### src/hw/substream_demux_defines.svh
`ifndef SUBSTREAM_DEMUX_DEFINES_SVH
`define SUBSTREAM_DEMUX_DEFINES_SVH

// Register byte offsets
`define OFS_CTRL 8'h00
`define OFS_QLEVEL 8'h04
`define OFS_SLICE 8'h08
`define OFS_STATUS 8'h0c
`define OFS_CLEAR 8'h10
`define OFS_IRQ_EN 8'h14
`define OFS_COUNT 8'h18

// Control register fields
`define CTRL_VBR 0
`define CTRL_RGB 1
`define CTRL_FOUR 2
`define CTRL_MATCH 3
`define CTRL_DEPTH_LO 4
`define CTRL_DEPTH_HI 6
`define CTRL_VER_LO 8
`define CTRL_VER_HI 11
`define CTRL_W 12
`define CTRL_RST 12'h000

// Interrupt status bits
`define IRQ_OVERFLOW 0
`define IRQ_OVERREAD 1
`define IRQ_SLICE_DONE 2
`define IRQ_W 3

// Datapath widths and limits
`define WORD_W 32
`define FILL_W 8
`define SIZE_W 6
`define QP_W 5
`define QL_W 5
`define VER_ONE 4'h1
`define VER_TWO 4'h2
`define MAX_SE_BITS 8'h24
`define BYTE_BITS 32'h0000_0008

`endif

### src/hw/substream_demux_pkg.sv
package substream_demux_pkg;
`include "substream_demux_defines.svh"

    // Slice handling phase
    typedef enum logic [1:0] {
        IDLE,
        RUN,
        FLUSH
    } phase_type;

    // Whole state of the block
    typedef struct packed {
        phase_type phase;
        logic [`CTRL_W-1:0] ctrl;
        logic [31:0] slice_cfg;
        logic [`IRQ_W-1:0] irq_st;
        logic [`IRQ_W-1:0] irq_en;
        logic err_ovf;
        logic err_ovr;
        logic [3:0][`FILL_W-1:0] fill;
        logic [3:0] pend;
        logic [31:0] in_bits;
        logic [31:0] used_bits;
        logic [31:0] slice_bits;
        logic word_valid;
        logic [1:0] word_lane;
        logic [`WORD_W-1:0] word_data;
        logic res_valid;
        logic [47:0] res;
        logic [14:0] hist;
        logic hist_mode;
        logic [2:0] pix_mask;
        logic [15:0] used;
        logic [15:0] ideal;
        logic flat_kind;
        logic [`QL_W-1:0] lq;
        logic [`QL_W-1:0] cq;
        logic [31:0] prdata;
    } state_type;

endpackage : substream_demux_pkg

### src/hw/substream_demux_entropy_parser.sv
// Function
// [RQ1] RGB or version one: levels straight from table
// [RQ2] Version two, equal depths: chroma level minus one
// [RQ3] Table covers qp up to depth limit
// [RQ4] Slice split into three or four substreams
// [RQ5] Slice bits taken from picture stream
// [RQ6] Request word when fill minus size below maximum
// [RQ7] Words served luma, orange, green, second luma
// [RQ8] Constant rate: discard trailing zero padding
// [RQ9] Variable rate: strip no padding
// [RQ10] Groups in sequence, flatness bits first
// [RQ11] Deliver residuals and history indices per group
// [RQ12] Report used and ideal bits per group
// [RQ13] Partial last group still gives three values
// [RQ14] Edge residuals give no pixel, still used
// [RQ15] Rate buffer overflow is an error
// [RQ16] Error on reading past slice end
// [RQ17] Fixed length, or transport gives variable length
// [RQ18] Absent flatness type reads as somewhat flat
// [RQ19] Errors sticky until next slice restart
//
// The APB interface to the registers and the register offsets were decided locally.
`timescale 1ns/1ps
`include "substream_demux_defines.svh"

module substream_demux_entropy_parser (
    input wire logic pclk, // Decoder clock, 25 MHz
    input wire logic presetn, // Asynchronous reset, active low
    input wire logic ce, // Clock enable, freezes all state when low
    input wire logic [7:0] paddr, // APB byte address
    input wire logic psel, // APB select
    input wire logic penable, // APB access phase
    input wire logic pwrite, // APB write
    input wire logic [31:0] pwdata, // APB write data
    output logic [31:0] prdata, // APB read data
    output logic pready, // APB ready
    output logic pslverr, // APB error for unmapped address
    input wire logic in_valid, // Rate buffer word available
    input wire logic [`WORD_W-1:0] in_word, // Rate buffer word
    output logic in_ready, // Word taken this cycle
    input wire logic rb_overflow, // Rate buffer overflow level
    input wire logic slice_start, // Slice restart pulse
    input wire logic [31:0] slice_len_bits, // Slice length in bits, variable rate
    input wire logic slice_last, // Parser finished slice pulse
    input wire logic grp_valid, // Group parsed by substream processors
    output logic grp_ready, // Group accepted
    input wire logic [4*`SIZE_W-1:0] grp_sizes, // Bits decoded per lane
    input wire logic [4*`SIZE_W-1:0] grp_ideal, // Ideal bits per lane
    input wire logic grp_flat_coded, // Flatness type present in stream
    input wire logic grp_flat_kind, // Coded flatness type
    input wire logic grp_hist_mode, // Group coded as history indices
    input wire logic [47:0] grp_residuals, // Three 16-bit residuals
    input wire logic [14:0] grp_hist_idx, // Three 5-bit history indices
    input wire logic [1:0] grp_pix_count, // Pixels inside slice, 1 to 3
    input wire logic [`QP_W-1:0] master_quant_param, // Master qp from rate control
    output logic [`QL_W-1:0] luma_quant_level, // Luma level
    output logic [`QL_W-1:0] chroma_quant_level, // Chroma level
    output logic word_valid, // Word handed to a lane, pulse
    output logic [1:0] word_lane, // 0 luma, 1 orange, 2 green, 3 second luma
    output logic [`WORD_W-1:0] word_data, // Handed word
    output logic res_valid, // Group results valid, pulse
    output logic [47:0] res_data, // Residuals, all three
    output logic [14:0] hist_data, // History indices
    output logic hist_mode, // Group uses history indices
    output logic [2:0] pix_mask, // Pixel positions inside slice
    output logic [15:0] group_bits_used, // Bits consumed by group
    output logic [15:0] group_bits_ideal, // Bits with ideal sizes
    output logic flat_kind, // Flatness type, 0 somewhat flat
    output logic err_overflow, // Sticky overflow error
    output logic err_overread, // Sticky over-read error
    output logic irq // Level interrupt
);

    ////////////////////////////////////////////////////////////////////////
    // Level table: fixed head pattern, then an eight-entry tail per depth
    function automatic logic [`QL_W-1:0] map_level(
        input logic [`QP_W-1:0] qp,
        input logic [2:0] dsel,
        input logic luma
    );
        logic [5:0] top;
        logic [5:0] q;
        logic [5:0] base;
        logic [2:0] k;
        logic [5:0] v;
        top = 6'h0f + {1'b0, dsel, 2'b00};
        q = ({1'b0, qp} > top) ? top : {1'b0, qp};
        base = (top - 6'h08) >> 1;
        k = 3'(q - (top - 6'h07));
        if (q == 6'h00) begin
            v = 6'h00;
        end else if (q < top - 6'h07) begin
            v = luma ? ((q - 6'h01) >> 1) : ((q >> 1) + 6'h01);
        end else if (luma) begin
            case (k)
                3'h0: v = base;
                3'h1, 3'h2: v = base + 6'h01;
                3'h3, 3'h4, 3'h5: v = base + 6'h02;
                3'h6: v = base + 6'h03;
                default: v = base + 6'h04;
            endcase
        end else begin
            case (k)
                3'h0, 3'h1: v = base + 6'h02;
                3'h2, 3'h3: v = base + 6'h03;
                3'h4: v = base + 6'h04;
                default: v = base + 6'h05;
            endcase
        end
        map_level = v[`QL_W-1:0];
    endfunction : map_level

    ////////////////////////////////////////////////////////////////////////
    // State
    substream_demux_pkg::state_type s_q; // Registered state
    substream_demux_pkg::state_type s_d; // Next state
    logic vbr; // Variable rate mode
    logic four; // Second luma substream in use
    logic [3:0] used_lanes; // Lanes active this slice
    logic [1:0] sel_lane; // First pending lane
    logic in_take; // Word handshake
    logic grp_take; // Group handshake
    logic [15:0] sum_used; // Bits of this group
    logic [15:0] sum_ideal; // Ideal bits of this group
    logic [31:0] used_next; // Slice bits after this group
    logic [`QL_W-1:0] cq_raw; // Chroma level from table
    logic apb_wr; // APB write strobe
    logic mapped; // Address decodes to a register

    assign vbr = s_q.ctrl[`CTRL_VBR];
    assign four = s_q.ctrl[`CTRL_FOUR];
    assign used_lanes = four ? 4'hf : 4'h7; // RQ4
    assign in_take = in_valid && in_ready;
    assign grp_take = grp_valid && grp_ready;
    assign apb_wr = psel && penable && pwrite && pready;

    ////////////////////////////////////////////////////////////////////////
    // Lowest pending lane wins, so simultaneous requests follow stream order
    always_comb begin
        sel_lane = 2'h3;
        for (int i = 3; i >= 0; i--) begin
            if (s_q.pend[i]) begin
                sel_lane = 2'(i); // RQ7
            end
        end
    end

    // Group bit sums
    always_comb begin
        sum_used = 16'h0000;
        sum_ideal = 16'h0000;
        for (int i = 0; i < 4; i++) begin
            sum_used = sum_used + 16'(grp_sizes[i*`SIZE_W +: `SIZE_W]); // RQ12
            sum_ideal = sum_ideal + 16'(grp_ideal[i*`SIZE_W +: `SIZE_W]); // RQ12
        end
        used_next = s_q.used_bits + 32'(sum_used);
    end

    // Handshakes; the parser stalls until all pending words arrived
    assign in_ready = ce && ((s_q.phase == substream_demux_pkg::RUN && |s_q.pend)
                             || s_q.phase == substream_demux_pkg::FLUSH);
    assign grp_ready = ce && s_q.phase == substream_demux_pkg::RUN && s_q.pend == 4'h0; // RQ10

    // Address decode
    always_comb begin
        case (paddr)
            `OFS_CTRL, `OFS_QLEVEL, `OFS_SLICE, `OFS_STATUS,
            `OFS_CLEAR, `OFS_IRQ_EN, `OFS_COUNT: mapped = 1'b1;
            default: mapped = 1'b0;
        endcase
    end

    assign cq_raw = map_level(master_quant_param, s_q.ctrl[`CTRL_DEPTH_HI:`CTRL_DEPTH_LO], 1'b0);

    ////////////////////////////////////////////////////////////////////////
    // Next-state logic
    always_comb begin
        s_d = s_q;
        s_d.word_valid = 1'b0;
        s_d.res_valid = 1'b0;
        // Quantization levels, one cycle behind the master qp
        s_d.lq = map_level(master_quant_param, s_q.ctrl[`CTRL_DEPTH_HI:`CTRL_DEPTH_LO], 1'b1); // RQ3
        s_d.cq = cq_raw; // RQ1
        if (!s_q.ctrl[`CTRL_RGB] && s_q.ctrl[`CTRL_VER_HI:`CTRL_VER_LO] == `VER_TWO
            && s_q.ctrl[`CTRL_MATCH]) begin
            s_d.cq = (cq_raw == '0) ? '0 : cq_raw - `QL_W'(1); // RQ2
        end
        // Register writes; clear register is write-only
        if (apb_wr) begin
            case (paddr)
                `OFS_CTRL: s_d.ctrl = pwdata[`CTRL_W-1:0];
                `OFS_SLICE: s_d.slice_cfg = pwdata;
                `OFS_CLEAR: s_d.irq_st = s_q.irq_st & ~pwdata[`IRQ_W-1:0];
                `OFS_IRQ_EN: s_d.irq_en = pwdata[`IRQ_W-1:0];
                default: s_d.irq_en = s_q.irq_en;
            endcase
        end
        // Read data captured in the setup cycle, so no wait state is needed
        if (psel && !penable) begin
            case (paddr)
                `OFS_CTRL: s_d.prdata = 32'(s_q.ctrl);
                `OFS_QLEVEL: s_d.prdata = {22'h000000, s_q.lq, s_q.cq};
                `OFS_SLICE: s_d.prdata = s_q.slice_cfg;
                `OFS_STATUS: s_d.prdata = 32'(s_q.irq_st);
                `OFS_IRQ_EN: s_d.prdata = 32'(s_q.irq_en);
                `OFS_COUNT: s_d.prdata = s_q.used_bits;
                default: s_d.prdata = 32'h0000_0000;
            endcase
        end
        // Slice restart clears errors; fresh events below still win
        if (slice_start) begin
            s_d.phase = substream_demux_pkg::RUN; // RQ5
            s_d.slice_bits = vbr ? slice_len_bits // RQ17
                : 32'(s_q.slice_cfg[15:0]) * 32'(s_q.slice_cfg[31:16]) * `BYTE_BITS;
            s_d.in_bits = 32'h0000_0000;
            s_d.used_bits = 32'h0000_0000;
            s_d.fill = '0;
            s_d.pend = used_lanes; // RQ4
            s_d.err_ovf = 1'b0; // RQ19
            s_d.err_ovr = 1'b0; // RQ19
        end else begin
            case (s_q.phase)
                substream_demux_pkg::RUN: begin
                    // Hand the word to the first requesting lane
                    if (in_take) begin
                        s_d.word_valid = 1'b1;
                        s_d.word_lane = sel_lane; // RQ7
                        s_d.word_data = in_word;
                        s_d.fill[sel_lane] = s_q.fill[sel_lane] + `FILL_W'(`WORD_W);
                        s_d.pend[sel_lane] = 1'b0;
                        s_d.in_bits = s_q.in_bits + 32'(`WORD_W); // RQ5
                    end
                    // Group done: drain shifters, raise requests, report
                    if (grp_take) begin
                        for (int i = 0; i < 4; i++) begin
                            s_d.fill[i] = s_q.fill[i] - `FILL_W'(grp_sizes[i*`SIZE_W +: `SIZE_W]);
                            s_d.pend[i] = used_lanes[i] && (s_d.fill[i] < `MAX_SE_BITS); // RQ6
                        end
                        s_d.res_valid = 1'b1; // RQ11
                        s_d.res = grp_residuals; // RQ14
                        s_d.hist = grp_hist_idx; // RQ13
                        s_d.hist_mode = grp_hist_mode;
                        s_d.pix_mask = (grp_pix_count == 2'h1) ? 3'h1 // RQ14
                            : (grp_pix_count == 2'h2) ? 3'h3 : 3'h7;
                        s_d.used = sum_used; // RQ12
                        s_d.ideal = sum_ideal; // RQ12
                        s_d.flat_kind = grp_flat_coded ? grp_flat_kind : 1'b0; // RQ18
                        s_d.used_bits = used_next;
                        if (used_next > s_q.slice_bits) begin
                            s_d.err_ovr = 1'b1; // RQ16
                            s_d.irq_st[`IRQ_OVERREAD] = 1'b1;
                        end
                    end
                    // End of slice: constant rate drains padding words
                    if (slice_last) begin
                        if (!vbr && s_d.in_bits < s_q.slice_bits) begin
                            s_d.phase = substream_demux_pkg::FLUSH; // RQ8
                        end else begin
                            s_d.phase = substream_demux_pkg::IDLE; // RQ9
                            s_d.irq_st[`IRQ_SLICE_DONE] = 1'b1;
                        end
                        s_d.pend = 4'h0;
                    end
                end
                substream_demux_pkg::FLUSH: begin
                    // Padding words are dropped, nothing reaches the lanes
                    if (in_take) begin
                        s_d.in_bits = s_q.in_bits + 32'(`WORD_W); // RQ8
                        if (s_d.in_bits >= s_q.slice_bits) begin
                            s_d.phase = substream_demux_pkg::IDLE;
                            s_d.irq_st[`IRQ_SLICE_DONE] = 1'b1;
                        end
                    end
                end
                substream_demux_pkg::IDLE: s_d.phase = substream_demux_pkg::IDLE;
                default: s_d.phase = substream_demux_pkg::IDLE;
            endcase
        end
        // Overflow latches in any phase; status sets on its first cycle
        if (rb_overflow) begin
            s_d.err_ovf = 1'b1; // RQ15
            s_d.irq_st[`IRQ_OVERFLOW] = 1'b1;
        end
    end

    // State register; clock enable freezes everything
    always_ff @(posedge pclk or negedge presetn) begin
        if (!presetn) begin
            s_q <= '0;
        end else if (ce) begin
            s_q <= s_d;
        end
    end

    ////////////////////////////////////////////////////////////////////////
    // Outputs
    assign prdata = s_q.prdata;
    assign pready = ce;
    assign pslverr = psel && penable && !mapped;
    assign luma_quant_level = s_q.lq;
    assign chroma_quant_level = s_q.cq;
    assign word_valid = s_q.word_valid;
    assign word_lane = s_q.word_lane;
    assign word_data = s_q.word_data;
    assign res_valid = s_q.res_valid;
    assign res_data = s_q.res;
    assign hist_data = s_q.hist;
    assign hist_mode = s_q.hist_mode;
    assign pix_mask = s_q.pix_mask;
    assign group_bits_used = s_q.used;
    assign group_bits_ideal = s_q.ideal;
    assign flat_kind = s_q.flat_kind;
    assign err_overflow = s_q.err_ovf;
    assign err_overread = s_q.err_ovr;
    assign irq = |(s_q.irq_st & s_q.irq_en);
endmodule : substream_demux_entropy_parser

### config.mk
export PLATFORM = sky130hd
export DESIGN_NAME = substream_demux_entropy_parser
export DESIGN_NICKNAME = d
export VERILOG_FILES = /design/src/hw/substream_demux_pkg.sv /design/src/hw/substream_demux_entropy_parser.sv
export VERILOG_INCLUDE_DIRS = /design/src /design/src/hw
export SDC_FILE = /design/constraint.sdc
export NUM_CORES = 2
export LEC_CHECK = 0
export CAP_MARGIN = 20
export CORE_MARGIN = 2
export CORE_UTILIZATION = 65
export CTS_CLUSTER_DIAMETER = 40
export CTS_CLUSTER_SIZE = 20
export DETAILED_ROUTE_END_ITERATION = 16
export DONT_BUFFER_PORTS = 1
export GPL_TIMING_DRIVEN = 0
export PLACE_DENSITY = 0.82
export SYNTH_ARGS = -nofsm -noshare
export SYNTH_HDL_FRONTEND = slang
export SYNTH_SLANG_ARGS = --single-unit
export TNS_END_PERCENT = 5
### constraint.sdc
create_clock -name pclk -period 6.8 [get_ports pclk]
set_input_delay 0.34 -clock pclk [delete_from_list [all_inputs] [get_ports pclk]]
set_output_delay 0.34 -clock pclk [all_outputs]
set_load 0.05 [all_outputs]
* Word-level counts from Yosys, hierarchy flattened
Index checks and enable logic that the tools add are counted.
** Storage, ports and cells
- Flip-flop bits (word level) :: 364
- Bits of input ports :: 236
- Output and inout bits :: 185
- Word-level logic and storage cells :: 216
** Cells by class
- Add/sub/neg operators :: 25
- Multipliers :: 1
- Order comparisons :: 11
- Equality and inequality tests :: 20
- Mux-type cells :: 63
- Bitwise operators :: 6
- Reductions and logical operators :: 60
** Operators by type and width (count)
- 136-bit 2-to-1 mux :: 2
- 68-bit 2-to-1 mux :: 3
- 101-bit 2-to-1 mux :: 2
- 32-bit one-hot mux with 6 select lines :: 1
- 32-bit 2-to-1 mux :: 4
- 37-bit 2-to-1 mux :: 2
- 32-bit one-hot mux with 2 select lines :: 1
- 35-bit 2-to-1 mux :: 1
- 32-bit by 6-bit adder with 32-bit output, second input constant :: 1
- 32-bit by 9-bit adder with 32-bit output :: 1
- 32-bit bitwise mux :: 1
- 32-bit greater-or-equal comparator :: 1
- 32-bit greater-than comparator :: 1
- 32-bit less-than comparator :: 1
- 8-bit by 6-bit less-than comparator with 1-bit output, second input constant :: 4
- 8-bit by 6-bit subtractor with 8-bit output :: 4
- 5-bit 2-to-1 mux :: 6
- 16-bit by 16-bit multiplier with 29-bit output :: 1
- 8-bit by 5-bit == test with 1-bit output, second input constant :: 3
- 3-bit AND reduction :: 8
- 5-bit one-hot mux with 4 select lines :: 1
- 1-bit logical AND :: 19
- 8-bit by 6-bit adder with 9-bit output :: 2
- 7-bit by 6-bit adder with 8-bit output :: 2
- other kinds (58) :: 114

* Depth between registers and ports, before layout
- Depth after elaboration :: 18
- Depth in mapped cells :: 27
- Mapped depth without buffers :: 27

* Worst setup path before layout
Ideal clock, no wire load.
- Kind :: register -> register
- Start point :: register s_q[340] (netlist bit)
- End point :: register s_q[209] (netlist bit)
- Setup time :: 137 ps
- Data arrival time :: 6114 ps
- Required time :: 6663 ps
- Path slack :: 549 ps
- Cell stages (with the launch flop) :: 25
- Buffers on the path :: 2
- Period minus slack after synthesis :: 6251 ps
- Cell sequence :: dfrtp_1 > clkbuf_1 > clkbuf_1 > nand2_1 > fa_1 > inv_1 > fa_1 > inv_1 > fa_1 > inv_1 > fa_1 > inv_1 > fa_1 > inv_1 > fa_1 > ha_1 > a21o_1 > a21o_1 > a21o_1 > a221oi_1 > o311ai_1 > a41oi_2 > o21ai_1 > xnor2_1 > o221ai_1
** On the way
- Longest elaborated chain between the ends :: 2
** RTL lines
- start: declaration :: line substream_demux_entropy_parser.sv:115 : substream_demux_pkg::state_type s_q;
- start signal: assignment :: line substream_demux_entropy_parser.sv:289 : s_q <= '0;
- start signal: assignment :: line substream_demux_entropy_parser.sv:291 : s_q <= s_d;
- 16-bit by 16-bit multiplier with 29-bit output :: line substream_demux_entropy_parser.sv:214 : : 32'(s_q.slice_cfg[15:0]) * 32'(s_q.slice_cfg[31:16]) * `BYTE_BITS;
- 32-bit 2-to-1 mux (no source line)
No other way between the ends.
A chain may end at the register's enable or synchronous reset.

* Final worst setup path
- Start point :: register s_q[325] (netlist bit)
- End point :: register s_q[207] (netlist bit)
Same word-level chain as after synthesis.

==> flow_metrics.py <==
metrics = {
    "run_status": {
        "status": "finished with violations",
        "violations": "negative hold slack",
    },
    "synthesis": {
        "ys_seq_area_share_pct": 27.7,
        "yosys.area.top_type_share_pct": 27.7,
        "synthCells": 3440,
        "synth_flop_cell": "dfrtp_1",
        "synth.distinct_cells": 93,
        "synth_edf_count": 0,
        "ys_seq_elements": 343,
        "avgSynthCellArea_um2": 9.01,
        "ys_top_cells_by_count": "nand2_1 (596), dfrtp_1 (343), inv_1 (340)",
        "synth-async-reset-ratio_pct": 100,
        "syn_area_um2": 31000,
        "synth_top_area_cell": "dfrtp_1",
        "synth_area_leaders": "dfrtp_1 (28%), fa_1 (14%), ha_1 (10%), nand2_1 (7.2%), buf_4 (4.6%)",
        "synth_warnings": 0,
        "yosysMostFrequentCell": "nand2_1",
    },
    "critical_path": {
        "path_class": "flip-flop to flip-flop",
        "worstSetupStartpointType": "flip-flop",
        "worstPathRequired_ns": 7.27,
        "arrival_ns": 7.12,
        "cp-end-kind": "flip-flop",
        "critical_path_peak_fanout": 10,
    },
    "place": {
        "pre_cts_slack_ns": -0.625,
        "place_inst": 4073,
        "dp_hpwl_mm": 75.3,
        "gp_congestion": 0.992,
        "port_buffers": 0,
        "dpl_cell_area_um2": 31800,
    },
    "timing": {
        "finalCriticalPeriod_ns": 6.65,
        "final.period_utilization_pct": 97.8,
        "finalHoldViolations": 343,
        "max_clock_freq_ghz": 0.150,
        "slew_headroom_pct": 33.0,
        "slew_violations": 0,
        "hold_slack_ns": -0.583,
        "worst_pin_slew_ns": 0.999,
        "rsz0062_at_grt": "yes",
        "finalClockSkew_ns": 0.0182,
        "setup-tns-final_ns": 0,
        "finalSetupViolCount": 0,
        "setup_ws_ns": 0.150,
    },
    "drt": {
        "drtIter0Drc": 2882,
        "drc_errors": 0,
        "vias": 27400,
        "post_drt_via_cell_ratio": 6.29,
        "wl_per_cell_um": 23.9,
        "wirelength_mm": 104,
        "dr.pass1.iters": 6,
        "antenna_left": 0,
    },
    "layout": {
        "drive_above_1_share_pct": 14.7,
        "syn_to_final_growth_pct": 15.5,
        "stdcell_count": 4363,
        "fin_area_um2": 35800,
        "finalNetCount": 4383,
    },
    "grt": {
        "antenna_found_initial": 18,
        "grtUsageTotal_pct": 41.9,
        "grt_pass1_wl_mm": 159,
        "grt_pass1_vias": 27900,
        "grt_max_degree": 344,
        "gr-total-overflow": 0,
    },
    "floorplan": {
        "die_w_um": 222,
        "row_count": 80,
        "die_area_um2": 49500,
        "core_area_um2": 47400,
        "initial_core_util_pct": 65.3,
        "fp.dieH_um": 222,
        "io_pins": 421,
    },
    "clock_network": {
        "cts-root-buf": "clkbuf_16",
        "htree_levels": 2,
        "cts_tree": "done",
        "cts_buffers": 59,
        "cts.path.max_buffers": 3,
        "clkSlewWorstSetupHoldPaths_ns": 0.06,
        "cts_sinks": 343,
        "cts_hold_buf": 162,
        "clk-insertion-delay-late_ns": 0.62,
    },
    "power_and_ir_drop": {
        "p_per_area_nw_per_um2": 233,
        "clkPwrFrac_pct": 38.6,
        "vdd_drop_max_mv": 0.214,
        "pwr-share-comb_pct": 31.1,
        "switching_share_pct": 38.2,
        "p_int_uw": 5150,
        "p_seq_share_pct": 30.4,
        "netSwitchingPower_uw": 3190,
        "p_leak_uw": 0.0181,
    },
    "run": {
        "cap_violations": 0,
    },
    "hold_path": {
        "min_path_type": "primary input to asynchronous set/reset pin",
    },
}
## layer usage
layer / global-route usage [%] / vias up / part of all wire [%]
met3: 9.87 / 496 / 10
met5: 0 / - / 0.060
met2: 65.7 / 1782 / 45
met1: 53.3 / 13400 / 37
met4: 24.4 / 10 / 6.9
li1: - / 11800 / -
## critical path, cell delays in order (launching register included)
cell and delay, ns:
dfrtp_2 0.47, buf_4 0.26, nand2_1 0.11, fa_1 0.54, inv_1 0.06, fa_1 0.52
inv_1 0.05, fa_1 0.50, inv_1 0.05, fa_1 0.48, inv_1 0.08, fa_1 0.54
inv_1 0.06, fa_1 0.50, ha_1 0.39, a21o_1 0.18, a21o_1 0.20, a21o_1 0.20
a221oi_2 0.32, o311ai_2 0.21, a41oi_2 0.28, xor2_1 0.20, o21ai_0 0.11, a21boi_1 0.17
## flip-flops by register name, indices dropped and copies added (netlist names)
signal	flops
chroma_quant_level	5
err_overflow	1
err_overread	1
flat_kind	1
four	1
group_bits_ideal	8
group_bits_used	8
hist_data	15
hist_mode	1
luma_quant_level	5
pix_mask	3
prdata	32
res_data	48
res_valid	1
s_q	178
word_data	32
word_lane	2
word_valid	1
## what timing repair did
item                       in CTS  in global routing
hold endpoints to repair      523                343
resized for setup              28                 64
buffers inserted                0                 18
setup endpoints to repair      16                 14
## cell families (layout without fill, tap and decap cells)
family | count (synthesis) | after routing | synth area share (%)
and+or+nand+nor | 1025 | 1025 | 15.3
other | 1 | 37 | 0.0121
AOI/OAI and AO/OA | 654 | 654 | 14.0
buffers and inverters | 700 | 972 | 10.9
DFF | 343 | 343 | 27.7
adders and majority gates | 469 | 469 | 24.3
xor gates and xnor gates | 144 | 144 | 4.07
muxes | 104 | 104 | 3.74
## final cells by class
cell class	count	area, um2
buffer	337	2080
timing repair buffer	182	1770
sequential	343	8620
multi-input combinational	2413	19100
clock buffer	65	1540
clock inverter	46	594
inverter	342	1280
tap	615	769
antenna	20	50.0
fill	3248	11600
## power groups by stage
stage	clock [uW]	sequential [uW]	combinational, uW
5_1_grt	3310	2540	2750
3_5_place_dp	0	2530	2420
4_1_cts	3200	2500	2530
2_1_floorplan	0	2460	2080
6_report	3220	2530	2590
3_3_place_gp	0	2510	2360
## layout by cell type, fill, tap and decap left out, types with 90 or more instances in the layout
| cell type | instances |
|---|---|
| nand2_1 | 596 |
| inv_1 | 340 |
| dfrtp_1 | 319 |
| ha_1 | 248 |
| fa_1 | 221 |
| buf_4 | 209 |
| dlygate4sd3_1 | 162 |
| o21ai_0 | 147 |
| a21oi_1 | 121 |
| nor2_1 | 116 |
| and2_1 | 90 |
## through the flow
step	total power, uW	util [%]
after floorplan	4530	-
after global placement	4880	67.1
after detailed placement	4950	67.1
after CTS	8230	75.0
after global routing	8610	75.4
final	8340	75.5
## final timing paths
kind / startpoint / end / slack [ns] / depth (start not counted)
max: s_q[325]$_DFFE_PN0P_ / s_q[207]$_DFFE_PN0P_ / 0.15 / 23
min: presetn / res_data[26]$_DFFE_PN0P_ / -0.58 / 0
max reg2reg: s_q[325]$_DFFE_PN0P_ / s_q[207]$_DFFE_PN0P_ / 0.15 / 23
min reg2reg: pix_mask[0]$_DFFE_PN0P_ / pix_mask[0]$_DFFE_PN0P_ / 0.47 / 1
max in group asynchronous: presetn / s_q[323]$_DFFE_PN0P_ / 6.84 / 0
min in group pclk: slice_len_bits[11] / s_q[189]$_DFFE_PN0P_ / 0.01 / 2
No activity file was read; power rests on OpenSTA's default activity.
